$ cat src/irq_ctrl_pkg.sv
package irq_ctrl_pkg;

    // ------------------------------------------------------------
    // sizes
    // ------------------------------------------------------------
    localparam int NUM_SRC = 6;
    localparam int NUM_VECTORS = 7;
    localparam int NUM_LEVELS = 4;
    localparam int NUM_EVT = 3;

    // ------------------------------------------------------------
    // register offsets
    // ------------------------------------------------------------
    localparam logic [7:0] OFS_ENABLE = 8'h00;
    localparam logic [7:0] OFS_PRIO_LOW = 8'h01;
    localparam logic [7:0] OFS_PRIO_HIGH = 8'h02;
    localparam logic [7:0] OFS_PENDING = 8'h03;
    localparam logic [7:0] OFS_IN_SERVICE = 8'h04;
    localparam logic [7:0] OFS_EVT_STATUS = 8'h05;
    localparam logic [7:0] OFS_EVT_MASK = 8'h06;

    // ------------------------------------------------------------
    // field positions, shared by enable and both priority registers
    // ------------------------------------------------------------
    localparam int BIT_PIN0 = 0;
    localparam int BIT_TMR0 = 1;
    localparam int BIT_PIN1 = 2;
    localparam int BIT_TMR1 = 3;
    localparam int BIT_SERIAL = 4;
    localparam int BIT_TMR2 = 5;
    localparam int BIT_RSVD = 6;
    localparam int BIT_GLOBAL = 7;

    // event bits of the status and mask registers
    localparam int EVT_ACK = 0;
    localparam int EVT_NEST = 1;
    localparam int EVT_RETURN = 2;

    // ------------------------------------------------------------
    // reset values
    // ------------------------------------------------------------
    localparam logic [7:0] RST_ENABLE = 8'h00;
    localparam logic [5:0] RST_PRIO_LOW = 6'h00;
    localparam logic [5:0] RST_PRIO_HIGH = 6'h00;
    localparam logic [2:0] RST_EVT_MASK = 3'h0;
    localparam logic [7:0] RST_RDATA = 8'h00;

    // ------------------------------------------------------------
    // offer handshake towards the core
    // ------------------------------------------------------------
    typedef enum logic [1:0] {
        OFFER_IDLE = 2'b00,
        OFFER_ACTIVE = 2'b01,
        OFFER_SETTLE = 2'b11
    } offer_state_t;

endpackage : irq_ctrl_pkg

$ cat src/irq_pin_sync.sv
`timescale 1ns/100ps
module irq_pin_sync (
    // clock and reset
    input wire logic clk_sys,
    input wire logic rstn,
    // pin and clean level
    input wire logic pin_in,
    output logic level_q
);

    logic s1_q;
    logic s2_q;
    logic s3_q;

    // ------------------------------------------------------------
    // three stage synchroniser
    // ------------------------------------------------------------
    always_ff @(posedge clk_sys or negedge rstn) begin
        if (!rstn) begin
            s1_q <= 1'b0;
            s2_q <= 1'b0;
            s3_q <= 1'b0;
        end else begin
            s1_q <= pin_in;
            s2_q <= s1_q;
            s3_q <= s2_q;
        end
    end

    // ------------------------------------------------------------
    // accept a change once stages two and three agree
    // ------------------------------------------------------------
    always_ff @(posedge clk_sys or negedge rstn) begin
        if (!rstn) begin
            level_q <= 1'b0;
        end else if (s2_q == s3_q) begin
            level_q <= s3_q;
        end
    end

endmodule : irq_pin_sync

$ cat src/irq_prio_arbiter.sv
`timescale 1ns/100ps
module irq_prio_arbiter (
    // qualified requests and priority bits
    input wire logic [5:0] pend,
    input wire logic [5:0] prio_low,
    input wire logic [5:0] prio_high,
    // winner
    output logic win_valid,
    output logic [2:0] win_idx,
    output logic [1:0] win_lvl
);

    // ------------------------------------------------------------
    // highest level first, lowest bit index first within a level
    // ------------------------------------------------------------
    always_comb begin
        win_valid = 1'b0;
        win_idx = 3'h0;
        win_lvl = 2'h0;
        for (int i = 0; i < irq_ctrl_pkg::NUM_SRC; i++) begin
            if (pend[i] && (!win_valid || {prio_high[i], prio_low[i]} > win_lvl)) begin
                win_valid = 1'b1;
                win_idx = 3'(i);
                win_lvl = {prio_high[i], prio_low[i]};
            end
        end
    end

endmodule : irq_prio_arbiter

$ cat src/irq_priority_ctrl.sv
`timescale 1ns/100ps

// Summary of operation
// - seven vectors; two pins, three timer overflows and serial port served
// - each source has its own enable bit; cleared bit blocks service
// - global enable bit; while cleared no source is served
// - with global enable set, each source follows its own enable bit
// - level is high-register bit over low-register bit, 0 lowest, 3 highest
// - higher level preempts lower service; equal level does not preempt
// - a level 3 service is never preempted
// - simultaneous requests of different levels: higher level served first
// - equal level: fixed polling order, lowest bit position wins
// - enable bit 0 gates pin request 0, bit 2 gates pin request 1
// - priority registers use the enable bit positions 0 to 5
// - enable register resets to zero, all interrupts disabled
module irq_priority_ctrl (
    // clock and reset
    input wire logic clk_sys,
    input wire logic rstn,
    // register port
    input wire logic [7:0] reg_addr,
    input wire logic [7:0] reg_wdata,
    input wire logic reg_wr,
    input wire logic reg_rd,
    output logic [7:0] reg_rdata,
    // request sources
    input wire logic ext_request_pin0,
    input wire logic ext_request_pin1,
    input wire logic tmr0_ovf_req,
    input wire logic tmr1_ovf_req,
    input wire logic tmr2_ovf_req,
    input wire logic serial_req,
    // core handshake
    output logic core_irq_req,
    output logic [2:0] core_irq_vector,
    output logic [1:0] core_irq_level,
    input wire logic core_irq_ack,
    input wire logic core_reti,
    // summary interrupt
    output logic sys_irq
);

    // ------------------------------------------------------------
    // declarations
    // ------------------------------------------------------------
    logic [7:0] irq_enable_reg_q;
    logic [5:0] priority_low_reg_q;
    logic [5:0] priority_high_reg_q;
    logic [2:0] evt_status_q;
    logic [2:0] evt_mask_q;
    logic [3:0] in_service_q;
    logic [3:0] in_service_d;
    logic [7:0] rdata_d;
    logic [1:0] pin_level;
    logic [5:0] raw_req;
    logic [5:0] pend;
    logic global_irq_enable;
    logic win_valid;
    logic [2:0] win_idx;
    logic [1:0] win_lvl;
    logic can_preempt;
    logic offer_ok;
    logic take;
    logic [2:0] evt_set;
    logic [1:0] cur_lvl;
    logic cur_busy;
    irq_ctrl_pkg::offer_state_t offer_q;
    irq_ctrl_pkg::offer_state_t offer_d;
    logic [2:0] vec_q;
    logic [1:0] lvl_q;

    // ------------------------------------------------------------
    // helpers
    // ------------------------------------------------------------
    function automatic logic wr_hit(input logic [7:0] ofs);
        wr_hit = reg_wr && (reg_addr == ofs);
    endfunction : wr_hit

    function automatic logic [2:0] top_level(input logic [3:0] svc);
        top_level = 3'h0;
        for (int i = 0; i < irq_ctrl_pkg::NUM_LEVELS; i++) begin
            if (svc[i]) begin
                top_level = {1'b1, 2'(i)};
            end
        end
    endfunction : top_level

    // ------------------------------------------------------------
    // external pins through synchronisers
    // ------------------------------------------------------------
    genvar g;
    generate
        for (g = 0; g < 2; g++) begin : g_pin
            irq_pin_sync u_sync (
                .clk_sys(clk_sys),
                .rstn(rstn),
                .pin_in(g == 0 ? ext_request_pin0 : ext_request_pin1),
                .level_q(pin_level[g])
            );
        end
    endgenerate

    // ------------------------------------------------------------
    // source map and gating
    // ------------------------------------------------------------
    always_comb begin
        raw_req = 6'h00;
        raw_req[irq_ctrl_pkg::BIT_PIN0] = pin_level[0];
        raw_req[irq_ctrl_pkg::BIT_PIN1] = pin_level[1];
        raw_req[irq_ctrl_pkg::BIT_TMR0] = tmr0_ovf_req;
        raw_req[irq_ctrl_pkg::BIT_TMR1] = tmr1_ovf_req;
        raw_req[irq_ctrl_pkg::BIT_TMR2] = tmr2_ovf_req;
        raw_req[irq_ctrl_pkg::BIT_SERIAL] = serial_req;
    end

    assign global_irq_enable = irq_enable_reg_q[irq_ctrl_pkg::BIT_GLOBAL];
    // per-source gate, then global gate
    assign pend = raw_req & irq_enable_reg_q[5:0] & {6{global_irq_enable}};

    // ------------------------------------------------------------
    // arbitration
    // ------------------------------------------------------------
    irq_prio_arbiter u_arb (
        .pend(pend),
        .prio_low(priority_low_reg_q),
        .prio_high(priority_high_reg_q),
        .win_valid(win_valid),
        .win_idx(win_idx),
        .win_lvl(win_lvl)
    );

    assign {cur_busy, cur_lvl} = top_level(in_service_q);
    // strictly higher than the running level; level 3 can never exceed
    assign can_preempt = !cur_busy || (win_lvl > cur_lvl);
    assign offer_ok = win_valid && can_preempt;

    // ------------------------------------------------------------
    // offer state machine
    // ------------------------------------------------------------
    assign take = (offer_q == irq_ctrl_pkg::OFFER_ACTIVE) && core_irq_ack;

    always_comb begin
        offer_d = offer_q;
        unique case (offer_q)
            irq_ctrl_pkg::OFFER_IDLE: begin
                if (offer_ok) begin
                    offer_d = irq_ctrl_pkg::OFFER_ACTIVE;
                end
            end
            irq_ctrl_pkg::OFFER_ACTIVE: begin
                if (core_irq_ack) begin
                    offer_d = irq_ctrl_pkg::OFFER_SETTLE;
                end else if (!offer_ok) begin
                    offer_d = irq_ctrl_pkg::OFFER_IDLE;
                end
            end
            irq_ctrl_pkg::OFFER_SETTLE: begin
                offer_d = irq_ctrl_pkg::OFFER_IDLE;
            end
            default: begin
                offer_d = irq_ctrl_pkg::OFFER_IDLE;
            end
        endcase
    end

    always_ff @(posedge clk_sys or negedge rstn) begin
        if (!rstn) begin
            offer_q <= irq_ctrl_pkg::OFFER_IDLE;
        end else begin
            offer_q <= offer_d;
        end
    end

    // winner tracks arbitration while not being taken
    always_ff @(posedge clk_sys or negedge rstn) begin
        if (!rstn) begin
            vec_q <= 3'h0;
            lvl_q <= 2'h0;
        end else if (!take && offer_ok) begin
            vec_q <= win_idx;
            lvl_q <= win_lvl;
        end
    end

    assign core_irq_req = (offer_q == irq_ctrl_pkg::OFFER_ACTIVE);
    assign core_irq_vector = vec_q;
    assign core_irq_level = lvl_q;

    // ------------------------------------------------------------
    // in-service record
    // ------------------------------------------------------------
    always_comb begin
        in_service_d = in_service_q;
        if (core_reti && cur_busy) begin
            in_service_d[cur_lvl] = 1'b0;
        end
        if (take) begin
            in_service_d[lvl_q] = 1'b1;
        end
    end

    always_ff @(posedge clk_sys or negedge rstn) begin
        if (!rstn) begin
            in_service_q <= 4'h0;
        end else begin
            in_service_q <= in_service_d;
        end
    end

    // ------------------------------------------------------------
    // control registers
    // ------------------------------------------------------------
    always_ff @(posedge clk_sys or negedge rstn) begin
        if (!rstn) begin
            irq_enable_reg_q <= irq_ctrl_pkg::RST_ENABLE;
        end else if (wr_hit(irq_ctrl_pkg::OFS_ENABLE)) begin
            irq_enable_reg_q <= reg_wdata;
            irq_enable_reg_q[irq_ctrl_pkg::BIT_RSVD] <= 1'b0;
        end
    end

    always_ff @(posedge clk_sys or negedge rstn) begin
        if (!rstn) begin
            priority_low_reg_q <= irq_ctrl_pkg::RST_PRIO_LOW;
        end else if (wr_hit(irq_ctrl_pkg::OFS_PRIO_LOW)) begin
            priority_low_reg_q <= reg_wdata[5:0];
        end
    end

    always_ff @(posedge clk_sys or negedge rstn) begin
        if (!rstn) begin
            priority_high_reg_q <= irq_ctrl_pkg::RST_PRIO_HIGH;
        end else if (wr_hit(irq_ctrl_pkg::OFS_PRIO_HIGH)) begin
            priority_high_reg_q <= reg_wdata[5:0];
        end
    end

    always_ff @(posedge clk_sys or negedge rstn) begin
        if (!rstn) begin
            evt_mask_q <= irq_ctrl_pkg::RST_EVT_MASK;
        end else if (wr_hit(irq_ctrl_pkg::OFS_EVT_MASK)) begin
            evt_mask_q <= reg_wdata[2:0];
        end
    end

    // ------------------------------------------------------------
    // event status, write one to clear, set wins
    // ------------------------------------------------------------
    always_comb begin
        evt_set = 3'h0;
        evt_set[irq_ctrl_pkg::EVT_ACK] = take;
        evt_set[irq_ctrl_pkg::EVT_NEST] = take && cur_busy;
        evt_set[irq_ctrl_pkg::EVT_RETURN] = core_reti && cur_busy;
    end

    always_ff @(posedge clk_sys or negedge rstn) begin
        if (!rstn) begin
            evt_status_q <= 3'h0;
        end else if (wr_hit(irq_ctrl_pkg::OFS_EVT_STATUS)) begin
            evt_status_q <= (evt_status_q & ~reg_wdata[2:0]) | evt_set;
        end else begin
            evt_status_q <= evt_status_q | evt_set;
        end
    end

    assign sys_irq = |(evt_status_q & evt_mask_q);

    // ------------------------------------------------------------
    // read port
    // ------------------------------------------------------------
    always_comb begin
        rdata_d = 8'h00;
        unique case (reg_addr)
            irq_ctrl_pkg::OFS_ENABLE: rdata_d = irq_enable_reg_q;
            irq_ctrl_pkg::OFS_PRIO_LOW: rdata_d = {2'h0, priority_low_reg_q};
            irq_ctrl_pkg::OFS_PRIO_HIGH: rdata_d = {2'h0, priority_high_reg_q};
            irq_ctrl_pkg::OFS_PENDING: rdata_d = {2'h0, pend};
            irq_ctrl_pkg::OFS_IN_SERVICE: rdata_d = {4'h0, in_service_q};
            irq_ctrl_pkg::OFS_EVT_STATUS: rdata_d = {5'h00, evt_status_q};
            irq_ctrl_pkg::OFS_EVT_MASK: rdata_d = {5'h00, evt_mask_q};
            default: rdata_d = 8'h00;
        endcase
    end

    always_ff @(posedge clk_sys or negedge rstn) begin
        if (!rstn) begin
            reg_rdata <= irq_ctrl_pkg::RST_RDATA;
        end else if (reg_rd) begin
            reg_rdata <= rdata_d;
        end else begin
            reg_rdata <= irq_ctrl_pkg::RST_RDATA;
        end
    end

endmodule : irq_priority_ctrl

$ cat config.mk
export PLATFORM = sky130hd
export DESIGN_NAME = irq_priority_ctrl
export DESIGN_NICKNAME = d
export VERILOG_FILES = /design/src/irq_ctrl_pkg.sv /design/src/irq_pin_sync.sv /design/src/irq_prio_arbiter.sv /design/src/irq_priority_ctrl.sv
export SDC_FILE = /design/constraint.sdc
export NUM_CORES = 1
export LEC_CHECK = 0
export ABC_AREA = 1
export BUFFER_PORTS_ARGS = -buffer_cell sky130_fd_sc_hd__clkbuf_2
export CORE_MARGIN = 2
export CORE_UTILIZATION = 45
export CTS_BUF_LIST = sky130_fd_sc_hd__clkbuf_4
export DETAILED_ROUTE_END_ITERATION = 10
export GPL_TIMING_DRIVEN = 0
export PLACE_DENSITY = 0.74
export SYNTH_ARGS = -nofsm -noshare
export SYNTH_HDL_FRONTEND = slang
export SYNTH_SLANG_ARGS = --single-unit
$ cat constraint.sdc
create_clock -name clk_sys -period 6.8 [get_ports clk_sys]
set_clock_uncertainty 0.15 [all_clocks]
set_input_delay 1.36 -clock clk_sys [delete_from_list [all_inputs] [get_ports clk_sys]]
set_output_delay 1.36 -clock clk_sys [all_outputs]
set_load 0.01 [all_outputs]
==> metrics <==
row count 28; Placement Setup Slack -700 ps; Nets 445; n_diodes 0; warnings from Yosys 0; synthesized flop and latch total 51; Post-synth top flop dfrtp_1; Synth Area in Compound Gates 0.136; width of the chip roughly 83 um; main combinational cell family by area after synthesis simple AND/OR/NAND/NOR gates; Cell variety after synth 42; H-tree levels 2; clk sinks just over 50; Boundary Pins 43; core box area 5990 um2; FMAX 148 MHz; overall power 0.000540 W; wire length per cell 15.0 um; top post-synthesis cells by area dfrtp_1 (45%), nand2_1 (12%), inv_1 (5.7%); Clock Latency Late Sink 380 ps; P_leak between 1.5 and 2 nW; top-count cell post-synth nand2_1; CTS Buf Count 5; DRC Markers 0; max-slew violation count 0; Mapped Area ~2800 um2; Syn Inst Count 340; final instance area 3540 um2; Slew @ Worst Pin about 690 ps; Die Footprint a little under 7000 um2; vias in the first global route between 2,000 and 2,500; Reg clk slew, reported paths 150 ps; kind of cell adding the most delay to the critical path simple AND/OR/NAND/NOR gates; Hold Slack 218 ps; global-route wire length before repair 11,400 um; Yosys top cell by area dfrtp_1; slowest CP cell or2_4; Util after Layout 0.591; worst hold path type reg2reg; Async SR Flop Fraction 1.00; CTS tree done; Via Count 2,553; multiplexer share of the synthesized area 0.00398; adder-cell area share of the yosys netlist 0.0602; CTS Root Cell clkbuf_4; Synth Net Count between 300 and 400; I/O Buffers 39; starting density of the core 0.472; Worst path most repeated cell inv_2; Post-Syn Area per Cell 8.32 um2; layout cell share with drive strength beyond 1 0.377; number of synthesized flops with an enable pin 0; P&R area growth vs syn 25.3%; total track usage 0.201; post-detail-place hpwl 4920 um; Min Clock Period, post-route 6760 ps; Fill cells 519; list of most frequent post-synthesis cells nand2_1 (90), dfrtp_1 (51), inv_1 (43), o21ai_0 (27); Routed Antenna Nets 0; post-synth top area share 0.451; Final Cycle Share 0.994; GRT overflow 0; vias per cell roughly 5.3; Detailed Route Iter0 Violations 171; register area share after synthesis 0.451; RSZ-0062 raised after global routing true; Final Hold Viols 0; Worst setup SP type primary input; DRT Pass-1 Iters 4; initial antenna violation count 0; Pwr Density 152 nW/um2; Data required, critical path 6940 ps; Die Ht ~83 um; Placed Area 3120 um2; final worst slack ~43 ps; Max IR drop VDD 0.0000841 V; max-cap viol count 0; WS Path Type in2reg; Critical Path AT 6900 ps; xor and xnor area share after synthesis 0; GPL Wtd Cong 0.840; crit-path max FO 5; Post-Synth Simple-Gate Area 0.267; # setup viols final 0; Routed WL 7210 um; CP bufs+invs 9; Max transition margin 0.537; outcome finished clean; largest net degree at the start of global routing 52; CP peak stage delay 280 ps; CP endpoint kind register; Clock Path Buffers 2
[what timing repair did]
item / in CTS / in global routing
gates cloned: 0 / 0
gates resized for setup: 9 / 55
endpoints found under the hold margin: 0 / 0
setup endpoints to repair: 6 / 6
pin swaps: 5 / 42
buffers inserted: 4 / 14
hold buffers: 0 / 0
[metal layers]
metal	up-vias	wire length (um)	track usage
met3	20	460	0.0318
met5	-	0	0
li1	1248	-	-
met4	0	191	0.0611
met1	1181	3030	0.269
met2	104	3530	0.335
[cell type report]
type                       instances  area (um2)  area share
buffer                             6        45.0      0.0127
clock buffer                       5        37.5      0.0106
clock inverter                     3        15.0     0.00424
inverter                          49         189      0.0533
multi-input combinational        234        1530       0.431
sequential                        51        1280       0.360
tap                               75        93.8      0.0265
timing repair buffer              58         358       0.101
[logic make-up after synthesis]
group / Yosys count
DFF: 51
other: 1
adders and majority gates: 14
and+or+nand+nor: 154
buffers and inverters: 55
AOI/OAI and AO/OA: 64
muxes: 1
[layout by cell type (no fill, tap or decap), types with 8 or more instances in the layout]
cell       n
clkbuf_2  38
nand3_1   13
inv_2     15
nand2_1   72
nand2_2   20
o21ai_2    8
nor2_1    12
inv_1     32
o21ai_0   20
a21oi_1    9
buf_4     19
o21ai_1   12
dfrtp_1   51
[metrics by stage]
stage / TNS, ps / instances
2_1_floorplan: 0 / 340
3_3_place_gp: -2810 / 454
3_5_place_dp: -3750 / 454
4_1_cts: 0 / 466
5_1_grt: -1730 / 481
6_report: 0 / 481
[worst reg2reg max path: cells and delay by family, from the launching register on]
family          cells  cell delay, ps
compound gates      9             940
fa+ha+maj           6            1520
buf+inv             9             560
flops               1             370
simple gates       30            3120
[state kept, by name, summed over array words and instances, names as in the netlist]
| register | flops |
|---|---|
| in_service_q | 4 |
| irq_enable_reg_q | 7 |
| evt_mask_q | 3 |
| core_irq_vector | 3 |
| core_irq_level | 2 |
| g_pin.u_sync.s2_q | 2 |
| offer_q | 2 |
| g_pin.u_sync.level_q | 2 |
| priority_high_reg_q | 6 |
| g_pin.u_sync.s1_q | 2 |
| priority_low_reg_q | 6 |
| evt_status_q | 3 |
| reg_rdata | 7 |
| g_pin.u_sync.s3_q | 2 |
[where the power goes]
part	internal, W	total, W	switching (W)
combinational	0.0000284	0.0000686	0.0000403
sequential	0.000318	0.000335	0.0000166
clock	0.0000382	0.000137	0.0000984
total	0.000385	0.000540	0.000155
[worst paths after layout]
check | cells past startpoint | slack, ps | startpoint | to
max | 48 | 40 | tmr0_ovf_req | core_irq_vector[2]$_DFFE_PN0P_
min | 0 | 220 | g_pin[0].u_sync.s1_q$_DFF_PN0_ | g_pin[0].u_sync.s2_q$_DFF_PN0_
max reg2reg | 54 | 80 | irq_enable_reg_q[7]$_DFFE_PN0P_ | core_irq_vector[2]$_DFFE_PN0P_
min reg2reg | 0 | 220 | g_pin[0].u_sync.s1_q$_DFF_PN0_ | g_pin[0].u_sync.s2_q$_DFF_PN0_
max in group asynchronous | 2 | 5090 | rstn | irq_enable_reg_q[5]$_DFFE_PN0P_
min in group asynchronous | 1 | 850 | rstn | g_pin[0].u_sync.s1_q$_DFF_PN0_
No activity file was read; power rests on OpenSTA's default activity.
